$ cat src/logic/ppm_defs.svh
// Constant definitions for the port pin function multiplexer
`ifndef PPM_DEFS_SVH
`define PPM_DEFS_SVH

// ----------------------------------------------------------------
// Port widths
// ----------------------------------------------------------------
`define PPM_BYTE_W 8
`define PPM_P6_W 5
`define PPM_DISP_LO_W 24
`define PPM_DISP_HI_W 29

// ----------------------------------------------------------------
// Reset values
// ----------------------------------------------------------------
`define PPM_RST_BYTE 8'h00
`define PPM_RST_P6 5'h00
`define PPM_RST_DLO 24'h00_0000

// ----------------------------------------------------------------
// Fixed alternate bit positions
// ----------------------------------------------------------------
`define PPM_P0_BUZ_BIT 7
`define PPM_P0_TMR_BIT 2
`define PPM_P6_EC_BIT 3
`define PPM_P6_PWM_BIT 4

// Synchroniser to register stage count on pin inputs
`define PPM_SYNC_LAT 3

`endif

$ cat src/logic/ppm_pkg.sv
// Types shared by the port pin function multiplexer
`include "ppm_defs.svh"

package ppm_pkg;

  // Valid edge choice for an external interrupt input
  typedef enum logic [1:0] {
    PPM_EDGE_OFF  = 2'b00,
    PPM_EDGE_RISE = 2'b01,
    PPM_EDGE_FALL = 2'b10,
    PPM_EDGE_BOTH = 2'b11
  } ppm_edge_e;

  // All state of the edge detector
  typedef struct packed {
    logic prev; // Level seen last cycle
    logic req;  // Request pulse
  } ppm_edge_s;

  // All state of the pin multiplexer except the reset synchroniser and the edge detectors
  typedef struct packed {
    logic [7:0] p0_s1, p0_s2, p2_s1, p2_s2, p5_s1, p5_s2;
    logic [4:0] p6_s1, p6_s2;
    logic [7:0] p0_out, p0_oe, p0_pu, p0_rd;
    logic [7:0] p2_out, p2_oe, p2_pu, p2_rd;
    logic [7:0] p3_oe, p4_oe, p5_oe, p5_rd;
    logic [4:0] p6_oe, p6_rd;
    logic [23:0] disp;
    logic tmr_in, s3_clk, s1_din, s1_clk, ec_in;
    logic [6:0] conv;
  } ppm_state_s;

endpackage

$ cat src/logic/ppm_edge.sv
// Edge detector raising one-cycle external interrupt requests
`timescale 1ns/1ps
`default_nettype none

module ppm_edge
  import ppm_pkg::*;
(
  // Clock and synchronised reset
  input wire logic mclk,
  input wire logic rst_ok,
  // Control
  input wire logic enable,
  input wire logic [1:0] mode,
  // Synchronised pin level
  input wire logic level,
  // Request pulse
  output logic req
);

  ppm_edge_s q; // Registered state
  ppm_edge_s n; // Next state

  // ----------------------------------------------------------------
  // Next state
  // ----------------------------------------------------------------
  // Tracking level even while disabled avoids a false edge on enable
  always_comb begin
    n = q;
    n.prev = level;
    n.req = enable & ((level & ~q.prev & mode[0]) | (~level & q.prev & mode[1]));
  end

  // State register
  always_ff @(posedge mclk or negedge rst_ok) begin
    if (!rst_ok) begin
      q <= '0;
    end else begin
      q <= n;
    end
  end

  assign req = q.req;
endmodule // ppm_edge

`default_nettype wire

$ cat src/logic/ppm_pin_mux.sv
// Per-bit port pin multiplexer for ports 0, 2, 3, 4, 5, 6 and display lines
`timescale 1ns/1ps
`default_nettype none
`include "ppm_defs.svh"

// Summary of operation
// - Each port 0 bit chooses port or alternate
// - Port 0 direction bits set input/output
// - Port 0 input pull-up from option bit
// - Port 0 alternate: irq, timer, converter, buzzer
// - Interrupt edge: rising, falling or both
// - Port 2 direction and pull-up per bit
// - Port 2 alternate: serial 3, converter, serial 1
// - Ports 3, 4 open-drain outputs or display
// - Port 5 open-drain I/O or display
// - Port 6 I/O, display, counter, PWM
// - Low reset pin holds everything reset
// - Display lines 0-23 display driven whenever out of reset
module ppm_pin_mux
  import ppm_pkg::*;
(
  // Clock and reset
  input wire logic mclk,
  input wire logic rstn,
  // Port 0 control
  input wire logic [7:0] port0_direction,
  input wire logic [7:0] port0_pullup_option,
  input wire logic [7:0] port0_alt,
  input wire logic [7:0] port0_latch,
  input wire logic [1:0] ext_irq_edge_0,
  input wire logic [1:0] ext_irq_edge_1,
  // Port 0 pins
  input wire logic [7:0] p0_pin_in,
  output logic [7:0] p0_pin_out,
  output logic [7:0] p0_pin_oe,
  output logic [7:0] p0_pin_pullup,
  output logic [7:0] port0_read,
  // Port 0 peripherals
  input wire logic buzzer_out,
  output logic ext_irq_in_0,
  output logic ext_irq_in_1,
  output logic remote_timer_in,
  output logic [6:0] conv_in,
  // Port 2 control
  input wire logic [7:0] port2_direction,
  input wire logic [7:0] port2_pullup_option,
  input wire logic [7:0] port2_alt,
  input wire logic [7:0] port2_latch,
  // Port 2 pins
  input wire logic [7:0] p2_pin_in,
  output logic [7:0] p2_pin_out,
  output logic [7:0] p2_pin_oe,
  output logic [7:0] p2_pin_pullup,
  output logic [7:0] port2_read,
  // Serial channels
  input wire logic serial3_clock_out,
  input wire logic serial3_clock_oe,
  output logic serial3_clock,
  input wire logic serial3_data_out,
  input wire logic serial1_data_out,
  output logic serial1_data_in,
  input wire logic serial1_clock_out,
  input wire logic serial1_clock_oe,
  output logic serial1_clock,
  // Ports 3 and 4
  input wire logic [7:0] port3_alt,
  input wire logic [7:0] port3_latch,
  output logic [7:0] p3_pin_oe,
  input wire logic [7:0] port4_alt,
  input wire logic [7:0] port4_latch,
  output logic [7:0] p4_pin_oe,
  // Port 5
  input wire logic [7:0] port5_direction,
  input wire logic [7:0] port5_alt,
  input wire logic [7:0] port5_latch,
  input wire logic [7:0] p5_pin_in,
  output logic [7:0] p5_pin_oe,
  output logic [7:0] port5_read,
  // Port 6
  input wire logic [4:0] port6_direction,
  input wire logic [4:0] port6_alt,
  input wire logic [4:0] port6_latch,
  input wire logic [4:0] p6_pin_in,
  output logic [4:0] p6_pin_oe,
  output logic [4:0] port6_read,
  input wire logic pwm_enable,
  input wire logic pwm_out_1,
  output logic event_count_in_0,
  // Display driver
  input wire logic [23:0] display_lo,
  input wire logic [28:0] display_hi,
  output logic [23:0] display_line
);

  // ----------------------------------------------------------------
  // Reset synchroniser
  // ----------------------------------------------------------------
  logic rst_meta; // First stage, read only by rst_ok
  logic rst_ok;   // Released reset used everywhere else

  always_ff @(posedge mclk or negedge rstn) begin
    if (!rstn) begin
      rst_meta <= 1'b0;
      rst_ok <= 1'b0;
    end else begin
      rst_meta <= 1'b1;
      rst_ok <= rst_meta;
    end
  end

  // ----------------------------------------------------------------
  // Helpers
  // ----------------------------------------------------------------
  // Per-bit select: alternate value where sel is set, else port value
  function automatic logic [7:0] pick(input logic [7:0] sel,
                                      input logic [7:0] alt_v,
                                      input logic [7:0] port_v);
    pick = (sel & alt_v) | (~sel & port_v);
  endfunction

  // Read-back: output bits show the latch, input bits the pin
  function automatic logic [7:0] rdback(input logic [7:0] dir,
                                        input logic [7:0] latch,
                                        input logic [7:0] pin);
    rdback = (dir & latch) | (~dir & pin);
  endfunction

  ppm_state_s q; // Registered state
  ppm_state_s n; // Next state
  logic [7:0] p2_alt_out; // Serial drive values on port 2
  logic [7:0] p2_alt_oe;  // Serial drive enables on port 2
  logic [7:0] p6_alt;     // Display or PWM drive on port 6
  logic [7:0] p6_rd_w;    // Widened port 6 read
  logic [7:0] p6_oe_w;    // Widened port 6 drive enable

  // ----------------------------------------------------------------
  // Next state
  // ----------------------------------------------------------------
  always_comb begin
    n = q;
    // Two-stage synchronisers on every pin input
    n.p0_s1 = p0_pin_in;
    n.p0_s2 = q.p0_s1;
    n.p2_s1 = p2_pin_in;
    n.p2_s2 = q.p2_s1;
    n.p5_s1 = p5_pin_in;
    n.p5_s2 = q.p5_s1;
    n.p6_s1 = p6_pin_in;
    n.p6_s2 = q.p6_s1;

    n.p0_oe = pick(port0_alt, 8'h80, port0_direction);
    n.p0_out = pick(port0_alt, {buzzer_out, 7'h00}, port0_latch);
    n.p0_pu = ~port0_alt & ~port0_direction & port0_pullup_option;
    n.p0_rd = rdback(port0_direction, port0_latch, q.p0_s2);

    // timer and converter inputs, gated by mode
    n.tmr_in = port0_alt[`PPM_P0_TMR_BIT] & q.p0_s2[`PPM_P0_TMR_BIT];
    n.conv = {port2_alt[4:2] & q.p2_s2[4:2], port0_alt[6:3] & q.p0_s2[6:3]};

    p2_alt_out = {serial1_clock_out, 1'b0, serial1_data_out, 3'b000,
                  serial3_data_out, serial3_clock_out};
    p2_alt_oe = {serial1_clock_oe, 1'b0, 1'b1, 3'b000, 1'b1, serial3_clock_oe};
    n.p2_out = pick(port2_alt, p2_alt_out, port2_latch);
    n.p2_oe = pick(port2_alt, p2_alt_oe, port2_direction);
    n.p2_pu = ~port2_alt & ~port2_direction & port2_pullup_option;
    n.p2_rd = rdback(port2_direction, port2_latch, q.p2_s2);
    n.s3_clk = port2_alt[0] & q.p2_s2[0];
    n.s1_din = port2_alt[6] & q.p2_s2[6];
    n.s1_clk = port2_alt[7] & q.p2_s2[7];

    // open-drain output ports 3 and 4
    n.p3_oe = pick(port3_alt, display_hi[7:0], port3_latch);
    n.p4_oe = pick(port4_alt, display_hi[15:8], port4_latch);

    n.p5_oe = pick(port5_alt, display_hi[23:16], port5_direction & port5_latch);
    n.p5_rd = rdback(port5_direction, port5_latch, q.p5_s2);

    // port 6: PWM overrides display on bit 4
    p6_alt = {3'b000, display_hi[28:24]};
    if (pwm_enable) begin
      p6_alt[`PPM_P6_PWM_BIT] = pwm_out_1;
    end
    p6_oe_w = pick({3'b000, port6_alt}, p6_alt,
                   {3'b000, port6_direction & port6_latch});
    n.p6_oe = p6_oe_w[4:0];
    p6_rd_w = rdback({3'b000, port6_direction}, {3'b000, port6_latch},
                     {3'b000, q.p6_s2});
    n.p6_rd = p6_rd_w[4:0];
    n.ec_in = q.p6_s2[`PPM_P6_EC_BIT];

    n.disp = display_lo;
  end

  // ----------------------------------------------------------------
  // State register
  // ----------------------------------------------------------------
  // whole state reset
  always_ff @(posedge mclk or negedge rst_ok) begin
    if (!rst_ok) begin
      q <= '0;
    end else begin
      q <= n;
    end
  end

  // ----------------------------------------------------------------
  // External interrupt edge detectors
  // ----------------------------------------------------------------
  // edge choice per input
  ppm_edge u_edge0 (
    .mclk(mclk),
    .rst_ok(rst_ok),
    .enable(port0_alt[0]),
    .mode(ext_irq_edge_0),
    .level(q.p0_s2[0]),
    .req(ext_irq_in_0)
  );

  ppm_edge u_edge1 (
    .mclk(mclk),
    .rst_ok(rst_ok),
    .enable(port0_alt[1]),
    .mode(ext_irq_edge_1),
    .level(q.p0_s2[1]),
    .req(ext_irq_in_1)
  );

  // ----------------------------------------------------------------
  // Outputs, all straight from state
  // ----------------------------------------------------------------
  assign p0_pin_out = q.p0_out;
  assign p0_pin_oe = q.p0_oe;
  assign p0_pin_pullup = q.p0_pu;
  assign port0_read = q.p0_rd;
  assign remote_timer_in = q.tmr_in;
  assign conv_in = q.conv;
  assign p2_pin_out = q.p2_out;
  assign p2_pin_oe = q.p2_oe;
  assign p2_pin_pullup = q.p2_pu;
  assign port2_read = q.p2_rd;
  assign serial3_clock = q.s3_clk;
  assign serial1_data_in = q.s1_din;
  assign serial1_clock = q.s1_clk;
  assign p3_pin_oe = q.p3_oe;
  assign p4_pin_oe = q.p4_oe;
  assign p5_pin_oe = q.p5_oe;
  assign port5_read = q.p5_rd;
  assign p6_pin_oe = q.p6_oe;
  assign port6_read = q.p6_rd;
  assign event_count_in_0 = q.ec_in;
  assign display_line = q.disp;
endmodule // ppm_pin_mux

`default_nettype wire

$ cat config.mk
export PLATFORM = sky130hd
export DESIGN_NAME = ppm_pin_mux
export DESIGN_NICKNAME = d
export VERILOG_FILES = /design/src/logic/ppm_pkg.sv /design/src/logic/ppm_edge.sv /design/src/logic/ppm_pin_mux.sv
export VERILOG_INCLUDE_DIRS = /design/src /design/src/logic
export SDC_FILE = /design/constraint.sdc
export NUM_CORES = 1
export LEC_CHECK = 0
export ABC_AREA = 1
export BUFFER_PORTS_ARGS = -buffer_cell sky130_fd_sc_hd__buf_2
export CAP_MARGIN = 30
export CORE_AREA = 4 4 144 146
export CTS_CLUSTER_SIZE = 16
export DETAILED_ROUTE_END_ITERATION = 10
export DIE_AREA = 0 0 148 150
export PLACE_DENSITY_LB_ADDON = 0.12
export SYNTH_ARGS = -nofsm -noshare
export SYNTH_HDL_FRONTEND = slang
export SYNTH_SLANG_ARGS = --single-unit
$ cat constraint.sdc
create_clock -name mclk -period 6.18 [get_ports mclk]
set_input_delay 0.927 -clock mclk [delete_from_list [all_inputs] [get_ports mclk]]
set_output_delay 0.927 -clock mclk [all_outputs]
set_load 0.05 [all_outputs]
### After elaboration in Yosys (flattened, before gate mapping)

Index checks and enable logic that the tools add are counted.

* flip-flop bits (word level): 206
* output and inout port bits: 144

* multiplexer cells: 1
* bitwise operators: 72

Operators with widths (count)
* $and A8 B8 Y8: 23
* $or A8 B8 Y8: 10
* $not A8 Y8: 8
* $and A5 B5 Y5: 5
* $and A1 B1 Y1: 14
* $not A5 Y5: 2
* $or A5 B5 Y5: 2
* $and A4 B4 Y4: 1
* $not A1 Y1: 4
* $and A3 B3 Y3: 1
* $or A1 B1 Y1: 2
* $mux W1: 1

### Logic depth before layout (Yosys ltp)

* depth in word-level cells: 5
* depth in mapped cells: 4
* depth with buffers taken out: 4

### Modules after synthesis

Synthesis repeated with hierarchy kept, for this count alone.

* cell total of the unflattened synthesis: 621
* area total of the unflattened synthesis: 7373.3 um^2

Modules (own cells, without submodules)
* ppm_pin_mux: instances 1, cells each 603, area an instance 7218.2 um^2, seq. area each 5054.8 um^2
* ppm_edge: instances 2, cells each 9, area an instance 77.6 um^2, seq. area each 50.0 um^2

### Worst setup path before layout

No wires, ideal clock.

* path kind: register -> output
* start: register q, in the netlist event_count_in_0
* end: output event_count_in_0
* data arrival time: 586 ps
* setup slack: 4667 ps
* cell stages (with the launch flop): 1
* path buffers: 0
* path through: dfrtp_1

RTL lines
* start, declared: RTL line ppm_pin_mux.sv:128 `ppm_state_s q;`
* start signal, assigned: RTL line ppm_pin_mux.sv:202 `q <= n;`
* end, declared: RTL line ppm_pin_mux.sv:88 `output logic event_count_in_0,`

No word-level cell between the ends.

### Worst setup path in the final report

* start: register q, in the netlist display_line[5]
* end: output display_line[5]

RTL lines
* end, declared: RTL line ppm_pin_mux.sv:92 `output logic [23:0] display_line`

No word-level cell between the ends.

==> run summary <==
Yosys synthesis warning count - 0
P_int - 0.00253 W
Max frequency - 494 MHz
Final Hold Viols - 0
CTS Sinks - 206
Postcts setup bufs - 0
N_diodes - 0
Overflow after GRT - 0
Slew at the pin closest to its max-slew limit - 898 ps
Layout cells sized above 1 - 0.469
Crit path buf inv count - 1
# DRC - 0
Clk buf depth - 3
CTS tree - done
Clk network pwr share - 0.446
Final nets - 1117
Syn Inst Count - 619
Syn nets - 851
Crit path DAT - 1100 ps
Antenna Nets Post-Route - 0
Nature of the critical path startpoint - flop
Chip height - 150 µm
HPWL after DPL - 12.7 mm
Area of the multi-input gates - 886 µm²
Io pins - 376
Final setup fails - 0
Status - finished clean
DR WL/cell - 14.0 µm
Layout area overhead - 28.1%
Die Width - 148 µm
Tcrit/Tclk final - 0.328
Cts repair resizes - 0
Crit path largest cell delay - 330 ps
Largest net degree at the start of global routing - 72
Power Total - 0.00339 W
Starting Density - 0.380
CTS H-tree lvls - 1
Seq cells post-synth - 206
Sw Pwr - 0.000856 W
Max cap viols - 0
Vias - 4620
HP Class - primary input to async pin
VDD IR-drop max - 0.000197 V
Drt pass-1 iters - 4
Row cnt - 51
Rel. slew slack - 0.401
Register Area - 5160 µm²
Library cells used by synthesis - 13
CTS buffer count - 23
RSZ-0062 raised after global routing - no
Endpoint class of the critical path - output port
Power per cell area - 359 nW/µm²
Switching share of total power - 0.253
LEAKAGE - 5.28 nW
Gpl congestion - 0.746
Filler cells - 1831
Crit Path Category - flop to output port
Clock transition at path regs - 60 ps
Commonest non-fill, non-tap cell in the layout - buf_2
Crit path max-delay family - flip-flops
Total track usage - 0.138
Crit-path cells - buf_2
1st-iter DRT viols - 112
Syn_area_per_cell - 11.9 µm²
Most frequent cells in the layout - 375 x buf_2, 205 x dfrtp_1, 79 x nand2_1, 79 x inv_1, 61 x o21ai_0
Fin. max-slew vios - 0
Skew final - 8.83 ps
Core area - 19400 µm²
Antenna violations before repair - 2
Hold buffer count at CTS - 0
Root buffer cell - clkbuf_16
I/O Buffers - 375
Critical-path maximum fanout - 1
Synthesized area - 7370 µm²
Seq pwr share - 0.428
Logic pwr share - 0.126
Vias in the first global route - 4660
Clock Latency Late Sink - 490 ps
Post-synthesis sequential area ratio - 0.700
First-pass GRT wire length - 24.0 mm
Detailed Route WL - 16.4 mm
Critical path required time - 5250 ps
Die area - 22200 µm²
DR vias/cell - 3.96
Final TNS setup - 0 ps
Final min period - 2030 ps
Slowest cell on the critical path - dfrtp_1
## sequential cells by signal (all words and copies together), names as in the netlist, 5 cells and up
register / count
p2_pin_pullup: 8
port0_read: 8
p0_pin_out: 8
p5_pin_oe: 8
port6_read: 5
p0_pin_pullup: 8
p0_pin_oe: 8
p6_pin_oe: 5
conv_in: 7
p3_pin_oe: 8
p2_pin_oe: 8
p4_pin_oe: 8
q: 28
port2_read: 8
port5_read: 8
n: 30
display_line: 24
p2_pin_out: 8
## cell families (layout without fill, tap and decap cells)
| kind of cell | Yosys count | after routing | synth area share |
|---|---|---|---|
| other | 1 | 1 | 0.000509 |
| DFF | 206 | 206 | 0.700 |
| buffers and inverters | 216 | 498 | 0.180 |
| and+or+nand+nor | 130 | 130 | 0.0749 |
| AOI/OAI and AO/OA | 66 | 66 | 0.0448 |
## layer usage
| layer | vias up | wire length, µm | global-route usage |
|---|---|---|---|
| li1 | 2272 | - | - |
| met1 | 2101 | 5340 | 0.139 |
| met2 | 222 | 9040 | 0.265 |
| met3 | 21 | 1750 | 0.0536 |
| met4 | 4 | 233 | 0.0383 |
| met5 | - | 21 | 0 |
## per-stage QoR
step                      worst slack, ps  area, µm²  hold slack (ps)  std cells   util
after floorplan                      14.5       7370              331        619      -
after global placement               4150       8570              331       1125  0.442
after detailed placement             4130       8570              335       1125  0.442
after CTS                            4120       9430              185       1166  0.486
after global routing                 3910       9430              184       1166  0.486
final                                4150       9430              213       1166  0.486
## final cells by class
type / instances / area share
sequential: 206 / 0.547
clock inverter: 10 / 0.0219
tap: 265 / 0.0351
clock buffer: 31 / 0.0695
inverter: 79 / 0.0314
multi-input combinational: 197 / 0.0939
timing repair buffer: 378 / 0.201
## cells in the mapped netlist, drive strengths merged
| cell type | number | area, µm² |
|---|---|---|
| nand3 | 5 | 25.0 |
| nor2 | 33 | 131 |
| dfrtp | 206 | 5150 |
| or2 | 5 | 38.8 |
| nand2 | 79 | 297 |
| o21ai | 61 | 305 |
| nor3b | 8 | 60.1 |
| buf | 137 | 1030 |
| inv | 79 | 297 |
| conb | 1 | 3.75 |
| a21oi | 5 | 25.0 |
## worst reg2reg max path, cell delays in order (launching register included)
cell and delay, ps:
dfrtp_4 870, buf_4 560, buf_4 560
## power groups by stage
stage	combinational (W)	sequential [W]	clock, W
after floorplan	0.000329	0.00149	0
after global placement	0.000431	0.00147	0
after detailed placement	0.000433	0.00148	0
after CTS	0.000434	0.00145	0.00156
after global routing	0.000457	0.00146	0.00162
final	0.000426	0.00145	0.00151
## path summary, 6_finish.rpt
check	start	end	slack, ps	depth (start not counted)
max	display_line[5]	display_line[5]	4150	1
min reg2reg	n[156]	q[156]	340	0
max reg2reg	rst_ok	n[157]	4270	2
min	rstn	rst_ok	210	1
max in group asynchronous	rst_ok	n[157]	4270	2
min in group mclk	n[156]	q[156]	340	0
Note: power is estimated with default switching activity, not from simulation.
